File: config.mk
export PLATFORM = sky130hd
export DESIGN_NAME = ldsd_regs
export DESIGN_NICKNAME = d
export VERILOG_FILES = /design/src/shared/ldsd_pkg.sv /design/src/core/ldsd_regs.sv
export SDC_FILE = /design/constraint.sdc
export NUM_CORES = 1
export LEC_CHECK = 0
export ABC_AREA = 1
export BUFFER_PORTS_ARGS = -buffer_cell sky130_fd_sc_hd__buf_2
export CAP_MARGIN = 20
export CORE_ASPECT_RATIO = 1.5
export CORE_MARGIN = 4
export CORE_UTILIZATION = 30
export DETAILED_ROUTE_END_ITERATION = 8
export PLACE_DENSITY_LB_ADDON = 0.05
export SLEW_MARGIN = 5
export SYNTH_ARGS = -nofsm -noshare
export SYNTH_HDL_FRONTEND = slang
export SYNTH_SLANG_ARGS = --single-unit
export TNS_END_PERCENT = 30
File: constraint.sdc
create_clock -name clock_i -period 2 [get_ports clock_i]
set_clock_uncertainty 0.05 [all_clocks]
set_input_delay 0 -clock clock_i [delete_from_list [all_inputs] [get_ports clock_i]]
set_output_delay 0 -clock clock_i [all_outputs]
set_load 0.005 [all_outputs]
File: src/shared/ldsd_pkg.sv
// Constants and types for the regulator sleep and discharge register bank.
// Assumes an 8-bit register space reached over a two-wire serial target.
package ldsd_pkg;

  localparam logic [7:0] LDSD_OFS_LDO_TWO      = 8'h28;
  localparam logic [7:0] LDSD_OFS_LDO_THREE    = 8'h29;
  localparam logic [7:0] LDSD_OFS_DISCHARGE    = 8'h40;

  localparam logic [7:0] LDSD_RST_LDO_CTRL     = 8'h0c;
  localparam logic [7:0] LDSD_RST_DISCHARGE    = 8'h00;

  // Control register fields.
  localparam int         LDSD_SLP_LSB          = 4;
  localparam int         LDSD_PERMIT_BIT       = 0;
  localparam logic [7:0] LDSD_LDO_WRITE_MASK   = 8'h3f;
  localparam logic [1:0] LDSD_SLP_ENABLED      = 2'h3;

  // Discharge field codes: none, 100 ohm, 200 ohm, 500 ohm.
  localparam logic [1:0] LDSD_DIS_NONE         = 2'h0;
  localparam logic [1:0] LDSD_DIS_100          = 2'h1;
  localparam logic [1:0] LDSD_DIS_200          = 2'h2;
  localparam logic [1:0] LDSD_DIS_500          = 2'h3;

  // Target address on the serial bus; the value is arbitrary.
  localparam logic [6:0] LDSD_BUS_ADDR         = 7'h2a;
  localparam logic [3:0] LDSD_BITS_PER_BYTE    = 4'h8;

  typedef enum logic [3:0] {
    LDSD_IDLE,
    LDSD_ADDR,
    LDSD_ACK_ADDR,
    LDSD_REG,
    LDSD_ACK_REG,
    LDSD_WDATA,
    LDSD_ACK_WDATA,
    LDSD_RDATA,
    LDSD_RACK
  } ldsd_state_t;

  typedef struct packed {
    logic [2:0]  scl_s;
    logic [2:0]  sda_s;
    ldsd_state_t st;
    logic [3:0]  cnt;
    logic [7:0]  sh;
    logic [7:0]  ptr;
    logic        nack;
    logic        sda_oe;
    logic        sda_lvl;
    logic [7:0]  ldo_two_ctrl;
    logic [7:0]  ldo_three_ctrl;
    logic [7:0]  discharge;
    logic        ldo_two_en;
    logic        ldo_three_en;
    logic        ldo_two_slp;
    logic        ldo_three_slp;
    logic [7:0]  ldo_two_code;
    logic [7:0]  ldo_three_code;
  } ldsd_regs_t;

endpackage

File: src/core/ldsd_regs.sv
// Register bank for two LDO control registers and the first buck discharge register,
// with its own two-wire serial target.
// Assumes serial pins synchronous to clock_i after the on-chip synchronisers and
// regulator enable requests already decoded from the control input pins.

//////////////////////////////////////////////////////////////////////////////////////////

// Contract
// - Sleep select 00 always applies the normal voltage code.
// - Sleep select 11 applies sleep code while assigned sleep pin is low.
// - Sleep pin choice per regulator is fixed at build, not by software.
// - Permit bit 0 low forces regulator off regardless of control pins.
// - First LDO control at 28h; select 5:4, permit 0, 7:6 read zero.
// - Second LDO control at 29h with identical layout and behaviour.
// - Discharge register at 40h holds four 2-bit buck fields.
// - Discharge codes: 00 none, 01 100, 10 200, 11 500 ohms.
// - Discharge field forced to 00 while its regulator is enabled.
module ldsd_regs #(
  parameter logic LDO_TWO_SLEEP_ON_PIN_TWO   = 1'b0,
  parameter logic LDO_THREE_SLEEP_ON_PIN_TWO = 1'b1
) (
  input  wire logic       clock_i,
  input  wire logic       nrst_i,
  input  wire logic       clk_en_i,
  input  wire logic       scl_i,
  input  wire logic       sda_i,
  output logic            sda_o,
  output logic            sda_oe_o,
  input  wire logic       sleep_pin_one_i,
  input  wire logic       sleep_pin_two_i,
  input  wire logic       ldo_two_request_i,
  input  wire logic       ldo_three_request_i,
  input  wire logic [7:0] ldo_two_normal_voltage_code_i,
  input  wire logic [7:0] ldo_two_sleep_voltage_code_i,
  input  wire logic [7:0] ldo_three_normal_voltage_code_i,
  input  wire logic [7:0] ldo_three_sleep_voltage_code_i,
  input  wire logic [3:0] buck_enabled_i,
  output logic            ldo_two_enable_o,
  output logic            ldo_three_enable_o,
  output logic            ldo_two_sleep_active_o,
  output logic            ldo_three_sleep_active_o,
  output logic [7:0]      ldo_two_voltage_code_o,
  output logic [7:0]      ldo_three_voltage_code_o,
  output logic [1:0]      buck_one_discharge_select_o,
  output logic [1:0]      buck_two_discharge_select_o,
  output logic [1:0]      buck_three_discharge_select_o,
  output logic [1:0]      buck_four_discharge_select_o
);
  import ldsd_pkg::*;

  ldsd_regs_t q;
  ldsd_regs_t d;

  //////////////////////////////////////////////////////////////////////////////////////

  function automatic logic [7:0] reg_read(input ldsd_regs_t s, input logic [7:0] ofs);
    logic [7:0] v;
    v = 8'h00;
    case (ofs)
      LDSD_OFS_LDO_TWO:   v = s.ldo_two_ctrl & LDSD_LDO_WRITE_MASK;
      LDSD_OFS_LDO_THREE: v = s.ldo_three_ctrl & LDSD_LDO_WRITE_MASK;
      LDSD_OFS_DISCHARGE: v = s.discharge;
      default:            v = 8'h00;
    endcase
    return v;
  endfunction

  // Only 11 selects the sleep code; the reserved codes behave like 00.
  function automatic logic sleep_wanted(input logic [7:0] ctrl, input logic pin_low);
    return (ctrl[LDSD_SLP_LSB +: 2] == LDSD_SLP_ENABLED) && pin_low;
  endfunction

  //////////////////////////////////////////////////////////////////////////////////////

  logic scl_rise;
  logic scl_fall;
  logic bus_start;
  logic bus_stop;
  logic sda_now;
  logic pin_low_two;
  logic pin_low_three;
  logic [7:0] rd;

  always_comb begin
    d = q;
    rd = 8'h00;
    d.scl_s = {q.scl_s[1:0], scl_i};
    d.sda_s = {q.sda_s[1:0], sda_i};
    d.sda_lvl = 1'b0;
    sda_now   = q.sda_s[1];
    scl_rise  = q.scl_s[1] & ~q.scl_s[2];
    scl_fall  = ~q.scl_s[1] & q.scl_s[2];
    bus_start = q.scl_s[1] & q.scl_s[2] & ~q.sda_s[1] & q.sda_s[2];
    bus_stop  = q.scl_s[1] & q.scl_s[2] & q.sda_s[1] & ~q.sda_s[2];

    if (bus_start) begin
      d.st     = LDSD_ADDR;
      d.cnt    = 4'h0;
      d.sda_oe = 1'b0;
    end else if (bus_stop) begin
      d.st     = LDSD_IDLE;
      d.sda_oe = 1'b0;
    end else if (scl_rise) begin
      case (q.st)
        LDSD_ADDR, LDSD_REG, LDSD_WDATA: begin
          d.sh  = {q.sh[6:0], sda_now};
          d.cnt = q.cnt + 4'h1;
        end
        LDSD_RDATA: d.cnt = q.cnt + 4'h1;
        LDSD_RACK:  d.nack = sda_now;
        default:    d.cnt = q.cnt;
      endcase
    end else if (scl_fall) begin
      case (q.st)
        LDSD_ADDR: begin
          if (q.cnt == LDSD_BITS_PER_BYTE) begin
            if (q.sh[7:1] == LDSD_BUS_ADDR) begin
              d.st     = LDSD_ACK_ADDR;
              d.sda_oe = 1'b1;
            end else begin
              d.st = LDSD_IDLE;
            end
          end
        end
        LDSD_ACK_ADDR: begin
          d.cnt = 4'h0;
          if (q.sh[0]) begin
            rd       = reg_read(q, q.ptr);
            d.sh     = rd;
            d.sda_oe = ~rd[7];
            d.st     = LDSD_RDATA;
          end else begin
            d.sda_oe = 1'b0;
            d.st     = LDSD_REG;
          end
        end
        LDSD_REG: begin
          if (q.cnt == LDSD_BITS_PER_BYTE) begin
            d.ptr    = q.sh;
            d.sda_oe = 1'b1;
            d.st     = LDSD_ACK_REG;
          end
        end
        LDSD_ACK_REG, LDSD_ACK_WDATA: begin
          d.sda_oe = 1'b0;
          d.cnt    = 4'h0;
          d.st     = LDSD_WDATA;
        end
        LDSD_WDATA: begin
          if (q.cnt == LDSD_BITS_PER_BYTE) begin
            case (q.ptr)
              LDSD_OFS_LDO_TWO:   d.ldo_two_ctrl   = q.sh & LDSD_LDO_WRITE_MASK;
              LDSD_OFS_LDO_THREE: d.ldo_three_ctrl = q.sh & LDSD_LDO_WRITE_MASK;
              LDSD_OFS_DISCHARGE: d.discharge      = q.sh;
              default:            d.discharge      = q.discharge;
            endcase
            d.ptr    = q.ptr + 8'h01;
            d.sda_oe = 1'b1;
            d.st     = LDSD_ACK_WDATA;
          end
        end
        LDSD_RDATA: begin
          if (q.cnt == LDSD_BITS_PER_BYTE) begin
            d.sda_oe = 1'b0;
            d.ptr    = q.ptr + 8'h01;
            d.st     = LDSD_RACK;
          end else begin
            d.sh     = {q.sh[6:0], 1'b0};
            d.sda_oe = ~q.sh[6];
          end
        end
        LDSD_RACK: begin
          d.cnt = 4'h0;
          if (q.nack) begin
            d.st = LDSD_IDLE;
          end else begin
            rd       = reg_read(q, q.ptr);
            d.sh     = rd;
            d.sda_oe = ~rd[7];
            d.st     = LDSD_RDATA;
          end
        end
        default: d.st = LDSD_IDLE;
      endcase
    end

    // An enabled buck clears its discharge field, even against a write in the same cycle.
    for (int k = 0; k < 4; k++) begin
      if (buck_enabled_i[k]) begin
        d.discharge[2*k +: 2] = LDSD_DIS_NONE;
      end
    end

    pin_low_two   = ~(LDO_TWO_SLEEP_ON_PIN_TWO ? sleep_pin_two_i : sleep_pin_one_i);
    pin_low_three = ~(LDO_THREE_SLEEP_ON_PIN_TWO ? sleep_pin_two_i : sleep_pin_one_i);
    d.ldo_two_en    = ldo_two_request_i & d.ldo_two_ctrl[LDSD_PERMIT_BIT];
    d.ldo_three_en  = ldo_three_request_i & d.ldo_three_ctrl[LDSD_PERMIT_BIT];
    d.ldo_two_slp   = sleep_wanted(d.ldo_two_ctrl, pin_low_two);
    d.ldo_three_slp = sleep_wanted(d.ldo_three_ctrl, pin_low_three);
    d.ldo_two_code   = d.ldo_two_slp ? ldo_two_sleep_voltage_code_i
                                     : ldo_two_normal_voltage_code_i;
    d.ldo_three_code = d.ldo_three_slp ? ldo_three_sleep_voltage_code_i
                                       : ldo_three_normal_voltage_code_i;
  end

  //////////////////////////////////////////////////////////////////////////////////////

  always_ff @(posedge clock_i) begin
    if (!nrst_i) begin
      q                <= '0;
      q.st             <= LDSD_IDLE;
      q.scl_s          <= 3'h7;
      q.sda_s          <= 3'h7;
      q.ldo_two_ctrl   <= LDSD_RST_LDO_CTRL;
      q.ldo_three_ctrl <= LDSD_RST_LDO_CTRL;
      q.discharge      <= LDSD_RST_DISCHARGE;
    end else if (clk_en_i) begin
      q <= d;
    end
  end

  assign sda_o                         = q.sda_lvl;
  assign sda_oe_o                      = q.sda_oe;
  assign ldo_two_enable_o              = q.ldo_two_en;
  assign ldo_three_enable_o            = q.ldo_three_en;
  assign ldo_two_sleep_active_o        = q.ldo_two_slp;
  assign ldo_three_sleep_active_o      = q.ldo_three_slp;
  assign ldo_two_voltage_code_o        = q.ldo_two_code;
  assign ldo_three_voltage_code_o      = q.ldo_three_code;
  assign buck_one_discharge_select_o   = q.discharge[1:0];
  assign buck_two_discharge_select_o   = q.discharge[3:2];
  assign buck_three_discharge_select_o = q.discharge[5:4];
  assign buck_four_discharge_select_o  = q.discharge[7:6];

endmodule

==> results of run 1 <==
[what timing repair did]
action                                  CTS  global route
endpoints found under the setup margin   11            43
pin swaps                                 2            10
hold buffers                             25             0
cloned                                    0             2
endpoints found under the hold margin    20             0
resized for setup                         4            27
setup buffers                             0             7
[state kept, by name, summed over array words and instances (netlist names)]
signal and count:
ldo_two_sleep_active_o 1, ldo_two_voltage_code_o 8, d 4, sda_oe_o 1
ldo_two_enable_o 1, q 39, ldo_three_voltage_code_o 8, ldo_three_enable_o 1
ldo_three_sleep_active_o 1, buck_two_discharge_select_o 2, buck_four_discharge_select_o 2, buck_one_discharge_select_o 2
buck_three_discharge_select_o 2
[cell families after synthesis]
group,Yosys count,share of synthesized area [%]
xor gates and xnor gates,3,0.606
other,1,0.0865
AOI/OAI and AO/OA,142,18.7
DFF,72,33.2
buffers and inverters,126,13.2
and+or+nand+nor,276,31.8
adders and majority gates,8,2.31
[metal layers]
metal | wire [µm] | GRT usage, % | up-vias
li1 | - | - | 2297
met1 | 5800 | 19.3 | 2122
met2 | 7590 | 32.2 | 107
met3 | 589 | 1.95 | 21
met4 | 329 | 6.54 | 0
met5 | 0 | 0 | -
[placed cells by master, fill, tap and decap left out, drive strengths merged, types with 3 or more instances in the layout]
cell type,instances
nand2,128
buf,116
inv,81
dfxtp,72
a21oi,63
nor2,57
nand3,52
o21ai,47
dlygate4sd3,25
nand4,16
clkbuf,13
o211ai,11
nand3b,9
nor3,9
ha,8
clkinv,5
nor4,5
a211oi,4
o22ai,3
a31oi,3
[critical path, cell delays in order, from the launching register on]
cell     delay, ns
dfxtp_2       0.34
ha_2          0.21
nand3_2       0.11
nand2_1       0.18
nor2_2        0.19
nand4_1       0.13
a21oi_1       0.24
buf_4         0.17
o21ai_0       0.07
o211a_1       0.11
[how the worst max path moves through the flow]
stage / end / slack, ns / cells after the start
final: buck_two_discharge_select_o[0] / 0.1 / 9
after global routing: ldo_three_voltage_code_o[2] / -0.03 / 12
after floorplan: q[52] / 0.19 / 9
after CTS: ldo_two_voltage_code_o[5] / 0.003 / 10
after global placement: buck_four_discharge_select_o[0] / -0.07 / 10
after detailed placement: buck_four_discharge_select_o[0] / -0.08 / 10
[layout make-up]
class | count | area (µm²) | share of cell area (%)
multi-input combinational | 432 | 2440 | 42.8
inverter | 84 | 318 | 5.57
clock inverter | 3 | 40.0 | 0.701
clock buffer | 13 | 260 | 4.56
timing repair buffer | 141 | 963 | 16.9
sequential | 72 | 1450 | 25.3
tap | 192 | 240 | 4.21
[stage by stage]
stage | power (mW) | area, µm² | TNS [ns] | worst slack [ns]
CTS | 3.68 | 5540 | 0 | 0.00335
finish | 3.63 | 5710 | 0 | 0.0950
detailed placement | 1.95 | 4970 | -0.183 | -0.0780
global placement | 1.95 | 4970 | -0.130 | -0.0686
global route | 3.79 | 5710 | -0.225 | -0.0252
floorplan | 1.81 | 4340 | 0 | 0.193
[power by group]
part | switching [mW] | total [mW] | internal (mW) | leakage (nW)
logic | 0.262 | 0.457 | 0.194 | 1.85
clock network | 0.628 | 1.66 | 1.03 | 0.150
registers | 0.0341 | 1.52 | 1.48 | 0.587
total | 0.924 | 3.63 | 2.71 | 2.58
==> run summary, run 1 <==
• **number of I/O port buffers** 73
• **Synth top cells by count** 116 x nand2_1, 72 x dfxtp_1, 71 x inv_1
• **Non-Filler Instances** 937
• **maximum achievable frequency** 525 MHz
• **worst hold margin** -0.000673 ns
• **CTS HTree Levels** 3
• **R2R Path End** buck_two_discharge_select_o[0]
• **fill cell total of the finished layout** 1486
• **highest net fanout along the worst path** 4
• **wirelength, routed** 14.3 mm
• **Critical Path End Type** flip-flop
• **start-to-end type of the worst setup path** reg -> reg
• **number of setup violations in the final report** 0
• **average wire per cell in the routed design** 15.3 µm
• **Synth Area per Inst** 6.90 µm²
• **post-synthesis instance total** 628
• **DP Cell Count** 887
• **number of maximum-capacitance constraint violations** 0
• **global-route total usage across every layer** 17.1%
• **first-pass GRT wire length** 22.4 mm
• **Ant. Diodes** 0
• **number of nets in the layout** 793
• **y dimension of the die** 155 µm
• **critical path launch point** q[76]
• **status** finished, violations left
• **startpoint of the lowest-slack register-to-register path** q[76]
• **source of the worst hold timing path** ldo_three_sleep_voltage_code_i[5]
• **power density over the cells** 636 nW/µm²
• **Tmin final** 1.90 ns
• **post-synthesis to final-layout area growth** 31.7%
• **number of clock buffers inserted by TritonCTS** 9
• **violations in the final reports** negative hold slack
• **detailed-route vias per instance** 4.85
• **Primary FF master, synth** dfxtp_1
• **width of the die** 106 µm
• **post-synthesis instance area** 4340 µm²
• **clock net sink count** 72
• **routability congestion estimate from global placement** 0.883
• **Worst Hold Path EP** ldo_three_voltage_code_o[5]
• **most frequently used cell type in the post-synthesis netlist** nand2_1
• **starting density of the core** 30.7%
• **clock transition at the register clock pins on the worst setup and hold paths after CTS** 0.06 ns
• **Register-to-Register Setup Slack** 0.1 ns
• **total of warnings raised by yosys** 0
• **antenna violations before repair** 0
• **arrival time at the worst endpoint** 2.08 ns
• **total congestion overflow after global routing** 0
• **largest net degree at the start of global routing** 45
• **number of synthesized register bits** 72
• **fraction of the cycle the final worst path needs** 95.2%
• **largest cells by area after synthesis** dfxtp_1 33%, nand2_1 10%, a21oi_1 7.2%
• **Post-Route Utilization** 40.4%
• **drt drc** 0
• **number of cells on the worst hold path** 4
• **class of the worst hold path** in -> reg
• **fraction of registers with async set or reset after synthesis** 0%
• **io pins** 75
• **Post-Synthesis Net Count** 681
• **detailed-router iteration count before antenna repair** 5
• **largest vdd supply drop** 0.000363 V
• **number of enable flip-flop cells after synthesis** 0
• **fraction of synthesized cell area taken by the top area cell type** 33.2%
• **Worst Reg2Reg Path Length in Cells** 9
• **CP Data Required Time** 2.18 ns
• **total via count after detailed routing** 4547
• **Clk Latency, worst-skew pair** 0.33 ns
• **startpoint types** flip-flop
• **post-detailed-route count of antenna-violating nets** 0
• **Netlist cell types** 47
• **Max Transition Viols Final** 0
• **share of post-route cells with drive strength above 1** 26.3%
• **unrepaired setup endpoints after global routing** yes
• **violation count after the first detailed-route iteration** 250
• **std cell rows** 53
• **number of hold-slack violations in the final timing report** 1
• **deepest clock path buffer count** 2
• **core outline area** 14100 µm²
• **number of global-route vias before repair** 4428
• **TritonCTS clock tree** yes
• **leakage power of the design** 2.58 nW
• **sequential area share after synthesis** 33.2%
• **cell accounting for the most synthesized area** dfxtp_1
• **DP Wirelength** 10.4 mm
• **cell at the root of the clock tree** clkbuf_16
• **die area** 16500 µm²
(Power assumes the default switching activity.)
==> run 2: changes to the inputs <==
Settings changed: CORE_ASPECT_RATIO 1.5 to default.
==> run 2 against run 1 <==
Against the previous run:
- the flow now finishes without violations
- critical path type unchanged
- largest cell class unchanged
- register-to-register slack got worse by 0.04 ns
- wire length decreased by 1.9%
- core utilization increased by 0.83 points
- clock power increased by 9%
==> run summary, run 2 (same netlist as run 1, synthesis figures left out) <==
• **commonest non-fill, non-tap cell in the layout** nand2_1
• **total congestion overflow after global routing** 0, unchanged
• **number of global-route vias before repair** 4464, +0.81%
• **maximum achievable frequency** 515 MHz, -1.8%
• **clock transition at the register clock pins on the worst setup and hold paths after CTS** 0.06 ns, about the same
• **starting density of the core** 30.9%, +0.18 points
• **total via count after detailed routing** 4498, -1.1%
• **worst hold margin** 0.00560 ns, +0.00628 ns
• **Max stage delay cell, worst path** dfxtp_4
• **y dimension of the die** 128 µm, -17%
• **clock net sink count** 72, unchanged
• **largest net degree at the start of global routing** 29, -36%
• **io pins** 75, unchanged
• **startpoint types** flip-flop
• **core outline area** 14000 µm², -0.58%
• **status** complete, no violations
• **largest vdd supply drop** 0.000381 V, +4.9%
• **class of the worst hold path** in -> reg
• **violation count after the first detailed-route iteration** 190, -24%
• **number of I/O port buffers** 73, unchanged
• **Max Transition Viols Final** 0, unchanged
• **delay of the slowest critical-path stage** 0.36 ns, +0.02 ns
• **flip-flop count of the largest register after layout** 39, unchanged
• **net switching power figure** 953 µW, +3.1%
• **sequential cell fraction of total power** 39.9%, -1.8 points
• **switching part of the total power** 25.1%, -0.38 points
• **share of post-route cells with drive strength above 1** 26.6%, +0.33 points
• **arrival time at the worst endpoint** 2.13 ns, +0.05 ns
• **fraction of the cycle the final worst path needs** 97.0%, +1.8 points
• **Critical Path End Type** flip-flop
• **transition time at the pin with the least slew margin** 0.515 ns
• **die area** 16400 µm², -0.24%
• **number of maximum-capacitance constraint violations** 0, unchanged
• **std cell rows** 43, -19%
• **first-pass GRT wire length** 22.9 mm, +2.2%
• **start-to-end type of the worst setup path** reg -> reg
• **average wire per cell in the routed design** 15.1 µm, -0.91%
• **worst max-slew margin expressed relative to the limit** 65.5%
• **wirelength, routed** 14.0 mm, -1.9%
• **drt drc** 0, unchanged
• **CP Data Required Time** 2.19 ns, about the same
• **unrepaired setup endpoints after global routing** yes
• **number of setup violations in the final report** 0, unchanged
• **DP Cell Count** 869, -2.0%
• **cell chain of the critical path** inv_4 > ha_4 > nand4_1 > nor2_4 > nand4_1 > buf_4 > nand2_4 > nand4_1 > nand3_1 > a21oi_1
• **global-route total usage across every layer** 17.5%, +0.39 points
• **Non-Filler Instances** 928, -0.96%
• **antenna violations before repair** 0, unchanged
• **highest net fanout along the worst path** 5, +1
• **Critical path buffers and inverters** 2, +1
• **power density over the cells** 656 nW/µm², +3.2%
• **Clock power frac** 47.6%, +1.9 points
• **TritonCTS clock tree** yes
• **detailed-route vias per instance** 4.85, -0.12%
• **post-synthesis to final-layout area growth** 33.7%
• **most frequent cells in the layout** 113 x nand2_1, 73 x buf_2, 69 x dfxtp_1
• **width of the die** 128 µm, +21%
• **fill cell total of the finished layout** 1498, +0.81%
• **Tmin final** 1.94 ns, +0.0356 ns
• **CTS HTree Levels** 3, unchanged
• **cell at the root of the clock tree** clkbuf_16
• **most common cell type on the critical path** nand4_1
• **Comb pwr share** 12.5%, about the same
• **number of clock buffers inserted by TritonCTS** 9, unchanged
• **cell family with most CP delay** simple AND/OR/NAND/NOR gates
• **number of nets in the layout** 795, +0.25%
• **total area of sequential cells** 1450 µm², about the same
• **post-detailed-route count of antenna-violating nets** 0, unchanged
• **deepest clock path buffer count** 2, unchanged
• **Internal Power** 2.85 mW, +5.2%
• **routability congestion estimate from global placement** 0.896, +1.5%
• **number of hold-slack violations in the final timing report** 0, -1
• **multi-input logic area** 2490 µm², +1.9%
• **Clk Latency, worst-skew pair** 0.35 ns, +0.02 ns
• **leakage power of the design** 2.59 nW, +0.25%
• **largest register by flop count** q
• **detailed-router iteration count before antenna repair** 4, -1
• **DP Wirelength** 10.1 mm, -3.2%
-- run 2: metal layers --
metal	up-vias	track usage, %	wire length (µm)
met5	-	0	0
met3	6	3.67	574
met4	0	5.49	86
li1	2315	-	-
met2	83	28.9	6890
met1	2094	22.7	6490
-- run 2: final timing paths --
| path | startpoint | to | slack (ns) | cells past startpoint |
|---|---|---|---|---|
| worst min-delay path | ldo_two_sleep_voltage_code_i[6] | ldo_two_voltage_code_o[6] | 0.006 | 5 |
| worst max-delay path | d[76] | ldo_two_voltage_code_o[5] | 0.06 | 10 |
| worst max register to register | d[76] | ldo_two_voltage_code_o[5] | 0.06 | 10 |
| worst min register to register | d[75] | d[75] | 0.41 | 2 |
-- run 2: area by class of cell --
type                       count  area share (%)
multi-input combinational    433            42.9
sequential                    72            25.0
timing repair buffer         142            16.9
inverter                      84            5.48
clock buffer                  11            4.36
tap                          180            3.89
clock inverter                 5            1.36
antenna                        1          0.0432
-- run 2: power groups by stage --
stage          sequential, mW  combinational (mW)  clock (mW)
6_report                 1.52               0.474        1.81
5_1_grt                  1.52               0.529        1.91
4_1_cts                  1.52               0.453        1.86
3_5_place_dp             1.55               0.401           0
3_3_place_gp             1.55               0.402           0
2_1_floorplan            1.54               0.279           0
-- run 2: per-stage QoR --
step                setup TNS, ns  total power, mW  cell area, µm²  util [%]  worst slack (ns)
finish                          0             3.80            5790      41.3            0.0595
global route               -0.293             3.97            5790      41.2           -0.0503
CTS                             0             3.83            5590      39.8            0.0125
detailed placement         -0.362             1.95            4910      34.9           -0.0577
global placement           -0.267             1.95            4910      34.9           -0.0476
floorplan                       0             1.81            4340         -             0.193
-- run 2: what timing repair did --
item                                   CTS  global route
setup endpoints to repair               13            51
resized for setup                        2            39
gates cloned                             0             3
endpoints found under the hold margin   24             0
hold buffers                            34             0
buffers inserted                         0             5
pin swaps                                3            15
-- run 2: worst min-delay path: cells and delay by family --
family | cells | cell delay, ns
AOI/OAI and AO/OA | 1 | 0.11
buffers and inverters | 2 | 0.11
and+or+nand+nor | 2 | 0.14
